**config.mk**
```make
export PLATFORM = sky130hd
export DESIGN_NAME = uoe_ep0_ctrl
export DESIGN_NICKNAME = d
export VERILOG_FILES = /design/src/logic/uoe_pkg.sv /design/src/logic/uoe_ep0_ctrl.sv /design/src/logic/uoe_handshake.sv
export VERILOG_INCLUDE_DIRS = /design/src /design/src/logic
export SDC_FILE = /design/constraint.sdc
export NUM_CORES = 1
export LEC_CHECK = 0
export ABC_AREA = 1
export BUFFER_PORTS_ARGS = -buffer_cell sky130_fd_sc_hd__buf_2
export CAP_MARGIN = 20
export CORE_ASPECT_RATIO = 1.5
export CORE_MARGIN = 3
export CORE_UTILIZATION = 38
export CTS_BUF_LIST = sky130_fd_sc_hd__clkbuf_16
export DETAILED_ROUTE_END_ITERATION = 16
export PLACE_DENSITY = 0.88
export SLEW_MARGIN = 25
export SYNTH_ARGS = -nofsm -noshare
export SYNTH_HDL_FRONTEND = slang
export SYNTH_HIERARCHICAL = 1
export SYNTH_SLANG_ARGS = --single-unit
```
**constraint.sdc**
```tcl
create_clock -name pclk -period 3.4 [get_ports pclk]
set_clock_uncertainty 0.2 [all_clocks]
set_input_delay 0.17 -clock pclk [delete_from_list [all_inputs] [get_ports pclk]]
set_output_delay 0.17 -clock pclk [all_outputs]
set_load 0.05 [all_outputs]
```
**src/logic/uoe_consts.svh**
```systemverilog
// Register offset, field positions and reset value for OUT endpoint 0
`ifndef UOE_CONSTS_SVH
`define UOE_CONSTS_SVH

`define UOE_OUT_EP0_CONTROL_ADDR  12'hB00
`define UOE_OUT_EP0_CONTROL_RESET 32'h0000_8000
`define UOE_BIT_ENABLE            31
`define UOE_BIT_DISABLE_REQ       30
`define UOE_BIT_SET_NAK           27
`define UOE_BIT_CLEAR_NAK         26
`define UOE_BIT_STALL             21
`define UOE_BIT_SNOOP             20
`define UOE_BIT_TYPE_HI           19
`define UOE_BIT_TYPE_LO           18
`define UOE_BIT_NAK_HOLD          17
`define UOE_BIT_ACTIVE            15
`define UOE_TYPE_CONTROL          2'h0

`endif

```
**src/logic/uoe_pkg.sv**
```systemverilog
// Types shared by the OUT endpoint 0 control block
package uoe_pkg;
	typedef enum logic [1:0] {
		UOE_HS_NONE,
		UOE_HS_ACK,
		UOE_HS_NAK,
		UOE_HS_STALL
	} uoe_hs_t;
endpackage

```
**src/logic/uoe_ep0_ctrl.sv**
```systemverilog
// OUT endpoint 0 control register and handshake logic over APB
`timescale 1ns/1ns
`default_nettype none
`include "uoe_consts.svh"
module uoe_ep0_ctrl
	import uoe_pkg::*;
(
	input  wire logic        pclk,
	input  wire logic        presetn,
	input  wire logic        psel,
	input  wire logic        penable,
	input  wire logic        pwrite,
	input  wire logic [11:0] paddr,
	input  wire logic [31:0] pwdata,
	input  wire logic [3:0]  pstrb,
	output logic      [31:0] prdata,
	output logic             pready,
	output logic             pslverr,
	input  wire logic        global_out_nak_status,
	input  wire logic [1:0]  in_ep0_size_code,
	input  wire logic        token_out,
	input  wire logic        token_setup,
	input  wire logic        token_crc_ok,
	input  wire logic        rx_fifo_ready,
	input  wire logic        transfer_done,
	output logic             endpoint_enable,
	output logic             stall_out,
	output logic             snoop_out,
	output logic             nak_hold_status,
	output logic             hs_valid,
	output logic [1:0]       hs_code,
	output logic             data_accept
);
	// ----------------------------------------------------------------
	// State
	// ----------------------------------------------------------------
	typedef struct packed {
		logic        enable;
		logic        stall;
		logic        snoop;
		logic        nak_hold;
		logic [1:0]  size_code;
		logic [31:0] rdata;
		logic        ready;
		logic        slverr;
		logic        hs_valid;
		logic [1:0]  hs_code;
		logic        accept;
	} uoe_state_t;

	uoe_state_t st;
	uoe_state_t next_st;
	uoe_hs_t    hs;

	function automatic logic [31:0] read_word(input uoe_state_t s);
		logic [31:0] w;
		w = 32'h0000_0000;
		w[`UOE_BIT_ENABLE]   = s.enable;
		// Disable request and both strobes stay zero on read
		w[`UOE_BIT_DISABLE_REQ] = 1'b0;
		w[`UOE_BIT_STALL]    = s.stall;
		w[`UOE_BIT_SNOOP]    = s.snoop;
		w[`UOE_BIT_TYPE_HI:`UOE_BIT_TYPE_LO] = `UOE_TYPE_CONTROL;
		w[`UOE_BIT_NAK_HOLD] = s.nak_hold;
		w[`UOE_BIT_ACTIVE]   = 1'b1;
		w[1:0]               = s.size_code;
		return w;
	endfunction

	uoe_handshake u_hs (
		.stall                 (st.stall),
		.global_out_nak_status (global_out_nak_status),
		.nak_hold_status       (st.nak_hold),
		.rx_fifo_ready         (rx_fifo_ready),
		.crc_ok                (token_crc_ok),
		.snoop                 (st.snoop),
		.setup                 (token_setup),
		.hs                    (hs)
	);

	// ----------------------------------------------------------------
	// Next state
	// ----------------------------------------------------------------
	logic acc;
	logic hit;
	logic wr;
	logic full_word;

	always_comb begin
		next_st = st;
		acc = psel && penable && !st.ready;
		hit = (paddr == `UOE_OUT_EP0_CONTROL_ADDR);
		full_word = (pstrb == 4'hF);
		wr = acc && pwrite && hit && full_word;
		next_st.ready = acc;
		next_st.slverr = acc && (!hit || (pwrite && !full_word));
		next_st.rdata = (acc && !pwrite && hit) ?
			read_word(st) : 32'h0000_0000;
		// Mirror is registered, so it lags the IN side by one cycle
		next_st.size_code = in_ep0_size_code;
		if (wr) begin
			// Software can only set enable, never clear it
			if (pwdata[`UOE_BIT_ENABLE]) begin
				next_st.enable = 1'b1;
			end
			// Software may set STALL but not clear it
			if (pwdata[`UOE_BIT_STALL]) begin
				next_st.stall = 1'b1;
			end
			next_st.snoop = pwdata[`UOE_BIT_SNOOP];
			// Set wins if both strobes are written at once
			if (pwdata[`UOE_BIT_CLEAR_NAK]) begin
				next_st.nak_hold = 1'b0;
			end
			if (pwdata[`UOE_BIT_SET_NAK]) begin
				next_st.nak_hold = 1'b1;
			end
		end
		if (transfer_done) begin
			next_st.enable = 1'b0;
		end
		// SETUP clears STALL; a software set in that cycle still wins
		if (token_setup && !(wr && pwdata[`UOE_BIT_STALL])) begin
			next_st.stall = 1'b0;
		end
		next_st.hs_valid = token_out || token_setup;
		next_st.hs_code = (token_out || token_setup) ? hs : UOE_HS_NONE;
		next_st.accept = (token_out || token_setup) && hs == UOE_HS_ACK;
	end

	always_ff @(posedge pclk or negedge presetn) begin
		if (!presetn) begin
			st <= '0;
		end else begin
			st <= next_st;
		end
	end

	// ----------------------------------------------------------------
	// Outputs
	// ----------------------------------------------------------------
	assign prdata          = st.rdata;
	assign pready          = st.ready;
	assign pslverr         = st.slverr;
	assign endpoint_enable = st.enable;
	assign stall_out       = st.stall;
	assign snoop_out       = st.snoop;
	assign nak_hold_status = st.nak_hold;
	assign hs_valid        = st.hs_valid;
	assign hs_code         = st.hs_code;
	assign data_accept     = st.accept;
endmodule
`default_nettype wire

```
**src/logic/uoe_handshake.sv**
```systemverilog
// Handshake selection for OUT and SETUP tokens on endpoint 0
`timescale 1ns/1ns
`default_nettype none
module uoe_handshake
	import uoe_pkg::*;
(
	input  wire logic    stall,
	input  wire logic    global_out_nak_status,
	input  wire logic    nak_hold_status,
	input  wire logic    rx_fifo_ready,
	input  wire logic    crc_ok,
	input  wire logic    snoop,
	input  wire logic    setup,
	output var uoe_hs_t  hs
);
	always_comb begin
		// SETUP with good CRC is always ACKed, even when stalled or NAK is held; a bad-CRC SETUP gets no handshake
		if (setup) begin
			hs = crc_ok ? UOE_HS_ACK : UOE_HS_NONE;
		end else if (stall) begin
			hs = UOE_HS_STALL;
		end else if (!crc_ok && !snoop) begin
			hs = UOE_HS_NONE;
		end else if (global_out_nak_status || nak_hold_status) begin
			hs = UOE_HS_NAK;
		end else begin
			hs = rx_fifo_ready ? UOE_HS_ACK : UOE_HS_NAK;
		end
	end
endmodule
`default_nettype wire

```
==> run summary, run 1 <==
The finished cells cover 1360 um2. Across the run, the number of max-cap violations was 0. The critical path in this run is classified as primary input to flop. Summed over all layers, the global routing overflow is 0.

For the worst-skew pair, the clock arrives at the later sink with an insertion delay of 0.24 ns. The synthesized design devotes to its leading area cell type 45.0% of total area. For this design the static power due to leakage is 0.827 nW. Summing the areas of all xor and xnor instances in the mapped netlist gives 0% of the synthesized area. The tools report the number of antenna-violating nets in the routed design as 0.

TritonCTS built the clock tree. The die is 70.6 um tall. The logs give 17 for the count of distinct cell types in the synthesized netlist and 0 ns for the summed negative setup slack over all endpoints. The worst register-to-register path has a depth of 6. The largest single stage delay on the critical path is 0.56 ns. Time the worst path needs with I/O delays and setup: 2.01 ns. The mean instance size in the synthesized netlist is 8.38 um2, and the detailed-route wire length per cell is 8.72 um. The area of the die is 3460 um2. The synthesized netlist devotes 2.13% of its cell area to compound gates. The flow ran to the end, and the final reports show no timing, DRC or antenna violations.

The layer with the highest usage after global routing is met2. The tools report the CTS sink count as 19. The floorplan step set the die width to 49.0 um.

After detailed placement, the total cell area comes to 1170 um2. Setup repair after global routing left no endpoint under its margin. Hold path startpoint: psel. After synthesis, the cell types taking the most area are dfrtp_1, buf_4, inv_1. Along the worst hold path, the cell count comes to 3.

Summed over all layers, the routed wires come to 1.88 mm. Traced cell by cell, the critical path runs through dlygate4sd3_1 > buf_2 > nand4_1 > nor2_1 > nand4_1 > a21oi_1 > dlygate4sd3_1. STA puts the critical path data required time at 3.38 ns. By area, the combinational part of the netlist is dominated by buffers and inverters.

The logs give 45.0% for the sequential-to-total area share from yosys stat and 2 for the buffer depth of the longest clock path. The run gives 22.4% as the routing usage on met2. The critical path startpoint category is a primary input. The clock transition at the registers of the reported paths was 0.05 ns.

For the core utilization of the finished layout, the log shows 53.3%. The share of post-route cells with drive strength above 1 was 31.7%; the I/O pin total was 103. After detailed routing, the number of remaining DRC violations is 0. The worst hold path belongs to the class primary input to flop. The number of antenna diodes in the final layout is 0.

In the final design database the tool counted 242 nets. After clock tree synthesis, the setup repair step added 0 buffers. The cell count after synthesis came out at 126. After synthesis the cells add up to 1060 um2. For met3 alone, demand over resource in global routing was 2.11%. Once the floorplan was initialized, standard cells occupied 41.3% of the core. Largest area contributor in the netlist: dfrtp_1. Total count of max-transition violations in the final report: 0. In this run the worst path has a maximum fanout of 6. Using the TritonRoute via totals, the vias-per-cell ratio works out to 3.83. The number of global-route vias before repair is 791, and the initial antenna violation count is 0. The cell type of the slowest stage on the worst timing path is dlygate4sd3_1.

After floorplanning, the core was divided into 22 placement rows. The total via count after detailed routing was 827; the yosys synthesis warning count was 6. The total buffers and inverters traversed by the critical path is 3, and the number of hold buffers added after CTS is 11. The wire length of the first global-routing pass is 3.07 mm, and the slack of the worst reg-to-reg path is 1.51 ns. The number of optimization iterations in the first detailed-route pass was 4.

For hold timing, the worst endpoint is pready$_DFF_PN0_. The endpoint of the most critical register-to-register path is endpoint_enable$_DFFE_PN0P_. Global routing consumed, on the met1 layer, 11.2% of the routing resources. The launch point of the worst reg-to-reg path is pready$_DFF_PN0_.

Entering global routing, the biggest net connects 20 pins. The worst setup path is captured at a flop. In the global route stage, overall resource usage came out at 11.3%. After Yosys synthesis, full adders, half adders and majority gates account for 0% of the synthesized area. For this run, the top clock speed supported by timing is 498 MHz. The number of hold-slack violations in the final timing report was 0; the endpoint arrival time on the critical path was 1.99 ns. Synthesis inferred 19 register bits.

The routability congestion estimate came out at 0.674. Setup violations remaining at the end of the flow were counted as 0. The area of the core was 2560 um2; the post-CTS resize count was 0. In this run the power density over the cells is 432 nW/um2.

Counting the buffers created by CTS gives 3. For the detailed-placement wirelength estimate, the log shows 1.52 mm. The clock root buffer master was clkbuf_16. Compared with the post-synthesis result, the final layout area differs by 29.1%.

The kind of cell adding the most delay to the critical path was buffers and inverters. The logs give 1 for the H-tree depth and 0.201 mV for the worst IR drop on VDD. The multiplexer fraction of the synthesized cell area works out to 0%.

Quantity of I/O buffers inserted on ports: 50. The tools report the detailed router's first-iteration violation count as 2. Simple-gate share of the synthesized area: 20.5%. The worst path uses 59.0% of the clock period.
-- layout by cell type (no fill, tap or decap), types with 2 or more instances in the layout --
cell type	netlist	routed
a21oi_1	2	2
buf_2	0	50
clkbuf_16	0	3
conb_1	1	25
dfrtp_1	19	19
dlygate4sd3_1	0	11
inv_1	19	20
nand2_1	18	18
nand3_1	5	5
nand4_1	3	3
nor2_1	16	16
nor2_2	2	2
-- how the worst max path moves through the flow --
stage / end / depth (start not counted) / from
5_1_grt: endpoint_enable$_DFFE_PN0P_ / 7 / penable
3_5_place_dp: nak_hold_status$_DFFE_PN0P_ / 6 / pready$_DFF_PN0_
3_3_place_gp: nak_hold_status$_DFFE_PN0P_ / 6 / pready$_DFF_PN0_
2_1_floorplan: nak_hold_status$_DFFE_PN0P_ / 6 / pready$_DFF_PN0_
6_report: endpoint_enable$_DFFE_PN0P_ / 7 / penable
4_1_cts: endpoint_enable$_DFFE_PN0P_ / 7 / penable
-- Yosys cell counts (all sizes together) --
| cell | instances |
|---|---|
| nand2 | 19 |
| and2 | 1 |
| inv | 19 |
| a21boi | 1 |
| buf | 35 |
| nand3 | 5 |
| conb | 1 |
| dfrtp | 19 |
| nand4 | 3 |
| a21oi | 2 |
| nor2 | 18 |
| o21ai | 1 |
| nor3 | 2 |
-- registers in the layout, summed over array words and instances (netlist names) --
signal / flops
prdata: 7
hs_code: 2
st: 2
data_accept: 1
endpoint_enable: 1
hs_valid: 1
nak_hold_status: 1
pready: 1
pslverr: 1
snoop_out: 1
stall_out: 1
-- kinds of logic (layout without fill, tap and decap cells) --
| group | after synthesis | in the layout |
|---|---|---|
| AO/OA/AOI/OAI | 4 | 4 |
| flip-flops | 19 | 19 |
| other | 1 | 25 |
| buffers and inverters | 54 | 84 |
| AND/OR/NAND/NOR | 48 | 48 |
-- area by class of cell --
| class | count | area [um2] |
|---|---|---|
| Fill cell | 262 | 1200 |
| Sequential cell | 19 | 475 |
| Timing Repair Buffer | 61 | 360 |
| Multi-Input combinational cell | 77 | 333 |
| Clock buffer | 3 | 75.1 |
| Inverter | 19 | 71.3 |
| Tap cell | 36 | 45.0 |
| Clock inverter | 1 | 3.75 |
-- tightest hold or removal path, cell delays in order --
cell     delay, ns
buf_2         0.11
nand3_1       0.09
inv_1         0.05
-- per-layer routing --
metal  routed length [um]  up-vias
met5                    0        -
met4                   12        0
met3                  180        2
met2                 1060       52
met1                  630      350
li1                     -      423
-- metrics by stage --
step	total power, mW	setup slack [ns]	std cells	hold WS [ns]
after global routing	0.614	1.30	216	0.0205
after CTS	0.595	1.38	216	0.00478
after global placement	0.354	2.05	201	-0.0801
after detailed placement	0.356	2.00	201	-0.0760
after floorplan	0.351	1.88	150	-0.326
final	0.590	1.39	216	0.0134
-- where the power goes --
part | leakage, nW | switching [mW] | internal (mW)
clock | 0.0423 | 0.0741 | 0.156
sequential | 0.252 | 0.00119 | 0.232
combinational | 0.532 | 0.0980 | 0.0285
total | 0.827 | 0.173 | 0.416
No activity file was read; power rests on OpenSTA's default activity.
==> run 2, diff against run 1 <==
- CORE_UTILIZATION: 38 -> 36
- PLACE_DENSITY: 0.88 -> 0.84
- clock period: 3.4 -> 1.92 ns (I/O delays scaled with it)
==> run 2 against run 1 <==
  * Global-route usage down 0.079 points
  * Critical endpoint is now stall_out$_DFFE_PN0P_
  * Total power is 79% higher
  * Register-to-register slack worse by 1.4 ns
  * Die area is 5.0% higher
  * Core utilization down 0.73 points
  * Critical path depth stayed put
  * Highest routed layer unchanged
  * Flip-flop and latch count unchanged
  * Clock power rose by 77%
  * Sequential share of layout area down 1.8 points
  * Combinational power is 87% higher
  * Cell count rose by 3.2%
  * Via count rose by 4.7%
==> run summary, run 2 (synthesis gave the netlist of run 1 again) <==
The run finished with clean final reports. The detailed-placement wirelength estimate is 1.48 mm (-3.0%), and the share of post-route cells with drive strength above 1 is 32.8% (+1.1 points). The clock transition at the registers of the reported paths is 0.05 ns (about the same). The number of filler cells placed in the layout was 265 (+1.1%); the worst setup slack after placement was 0.546 ns (-1.45 ns). Walking the worst path, the cells encountered are dlygate4sd3_1 > buf_2 > nand4_1 > nor2_4 > nand3_2 > o21ai_1 > dlygate4sd3_1. The quantity of I/O buffers inserted on ports is 50 (unchanged), and the power share of the sequential group is 39.1% (-0.4 points). The flip-flop count of the largest register, all copies and words added is 7 (unchanged). The worst setup path is launched from a primary input. The run gives 11.3% (-0.079 points) as the overall fraction of global-route tracks in use. The least setup slack across all paths after layout was 0.119 ns (-1.27 ns); the leakage power figure was 0.851 nW (+2.9%). Part of the power in combinational logic: 22.2% (+0.7 points). The die outline height was 72.3 um (+2.5%); the ratio of final minimum period to clock period was 93.8%. The detailed-route wire length per cell was 8.83 um (+1.2%); the time the worst path needs with I/O delays and setup was 1.80 ns. The run gives 0 (unchanged) as the total of endpoints with negative setup slack in the final report. The library cell used most frequently in the layout, excluding fill and tap cells, is buf_2. The tools report the number of nets at the end of the flow as 248 (+2.5%).

Final antenna diode count: 0 (unchanged). The tools report the number of hold-slack violations in the final timing report as 0 (unchanged). The critical path class is primary input to flop. Among cell families on the critical path, the largest total delay comes from buffers and inverters. Pin count of the biggest net entering global routing: 20 (unchanged). The source-to-sink clock delay at the later pin of the worst-skew pair was 0.24 ns (about the same). The routability congestion estimate is 0.679 (+0.67%). The met3 routing resource usage after global routing was 2.87% (+0.77 points). The tools report the summed negative setup slack over all endpoints as 0 ns (unchanged).

The wire length of the first global-routing pass came out at 3.12 mm (+1.6%). The tree is rooted in a clkbuf_16. The endpoint type of the worst setup path is a flop.

The cell type of the slowest stage on the worst timing path was dlygate4sd3_1. The logs give 52.5% (-0.73 points) for the core utilization of the finished layout and 2 (unchanged) for the buffer depth of the longest clock path. The cell that appears most often on the critical path is dlygate4sd3_1. The data required time at the worst endpoint was 1.90 ns (-1.48 ns); the number of global-route vias before repair was 819 (+3.5%).

The highest achievable clock rate was 555 MHz. The maximum fanout along the worst path was 6 (unchanged); the critical path's largest stage delay was 0.55 ns (about the same). The post-detailed-route via-to-cell ratio is 3.88 (+1.4%). Worst IR drop on VDD: 0.363 mV (+80%).

The aggregate global routing overflow is 0 (unchanged), and the total via count after detailed routing is 866 (+4.7%). The tools report the slack of the worst reg-to-reg path as 0.16 ns (-1.35 ns). The number of antenna-violating nets in the routed design was 0 (unchanged). The standard cell area after detailed placement is 1180 um2 (+0.11%), and the effective utilization at floorplan is 38.6% (-2.6 points).

After global routing, the most crowded layer is met2. The DRC violation count after routing came out at 0 (unchanged). The met1 usage in global routing is 10.7% (-0.57 points). For the post-route standard cell area excluding fillers, the log shows 1440 um2 (+5.3%). The endpoint arrival time on the critical path was 1.78 ns (-0.21 ns). The routing usage on met2 was 21.8% (-0.59 points); the H-tree depth was 1 (unchanged).

The initial antenna violation count is 0 (unchanged), and the clock share of power is 38.7% (-0.3 points). The total buffers and inverters traversed by the critical path was 3 (unchanged). The area of the core came out at 2730 um2 (+6.8%). The kind of path behind the tightest hold check is primary input to flop. TritonCTS built the clock tree.

The tools report the detailed router's first-iteration violation count as 13 (+11). The library cells used most frequently in the layout, excluding fill and tap cells, are buf_2, conb_1, inv_1, dfrtp_1, nand2_1. The max-cap check violation count came out at 0 (unchanged). The detailed-route wire length is 1.97 mm (+4.5%). Area of the die: 3630 um2 (+5.0%). The power per unit of standard cell area was 735 nW/um2 (+70%); the I/O pin total was 103 (unchanged).

The run gives 19 (unchanged) as the CTS sink count. The post-synthesis to final-layout area growth is 36.0%. The number of optimization iterations in the first detailed-route pass is 2 (-2), and the total count of max-transition violations in the final report is 0 (unchanged). The number of buffers added by the clock tree synthesis step was 3 (unchanged).

The logs give 23 (+4.5%) for the number of rows in the core area and 0.309 mW (+78%) for the net switching component of the power. Width of the chip: 50.2 um (+2.4%). Switching portion of total power: 29.3% (-0.11 points). For the internal power summed over all cells, the log shows 0.747 mW (+79%).
## run 2: worst paths after layout
kind                             startpoint                    end  depth (start not counted)
max                                  pwrite  stall_out$_DFFE_PN0P_                          7
min                           rx_fifo_ready   hs_code[0]$_DFF_PN0_                          5
max reg2reg                pready$_DFF_PN0_  stall_out$_DFFE_PN0P_                          6
min reg2reg                st[38]$_DFF_PN0_    prdata[0]$_DFF_PN0_                          2
max in group asynchronous           presetn  stall_out$_DFFE_PN0P_                          2
min in group asynchronous           presetn    prdata[0]$_DFF_PN0_                          2
## run 2: power by group through the flow
| stage | clock network [mW] | registers [mW] | logic [mW] |
|---|---|---|---|
| detailed placement | 0 | 0.420 | 0.210 |
| global route | 0.445 | 0.413 | 0.252 |
| finish | 0.408 | 0.413 | 0.235 |
| floorplan | 0 | 0.439 | 0.182 |
| global placement | 0 | 0.420 | 0.208 |
| CTS | 0.424 | 0.413 | 0.233 |
## run 2: what timing repair did
action,4_1_cts,5_1_grt
hold buffers,16,0
endpoints found under the hold margin,35,0
gates resized for setup,0,4
setup buffers,0,1
endpoints found under the setup margin,0,1
## run 2: layout make-up
cell class	instances	area (um2)	area share (%)
flip-flops and latches	19	475	33.1
repair buffers	67	418	29.1
well taps	37	46.3	3.22
multi-input cells	77	345	24.0
clock inverters	1	5.00	0.348
clock buffers	3	75.1	5.23
inverters	19	71.3	4.97
## run 2: through the flow
step	power [mW]	hold slack, ns	std cells
2_1_floorplan	0.621	-0.400	150
3_3_place_gp	0.627	-0.154	202
3_5_place_dp	0.630	-0.144	202
4_1_cts	1.07	0.0208	222
5_1_grt	1.11	0.0501	223
6_report	1.06	0.0251	223
## run 2: worst reg2reg max path: stages (launching register included)
cell and delay [ns]:
dfrtp_1 0.37, inv_1 0.07, nand4_1 0.14, nor2_4 0.20
nand3_2 0.09, o21ai_1 0.08, dlygate4sd3_1 0.55
## run 2: per-layer routing
| metal | up-vias | share of wire (%) | routed length (um) |
|---|---|---|---|
| met5 | - | 0 | 0 |
| met4 | 0 | 0.71 | 14 |
| met3 | 2 | 9.7 | 191 |
| met2 | 56 | 57 | 1120 |
| met1 | 373 | 32 | 638 |
| li1 | 435 | - | - |
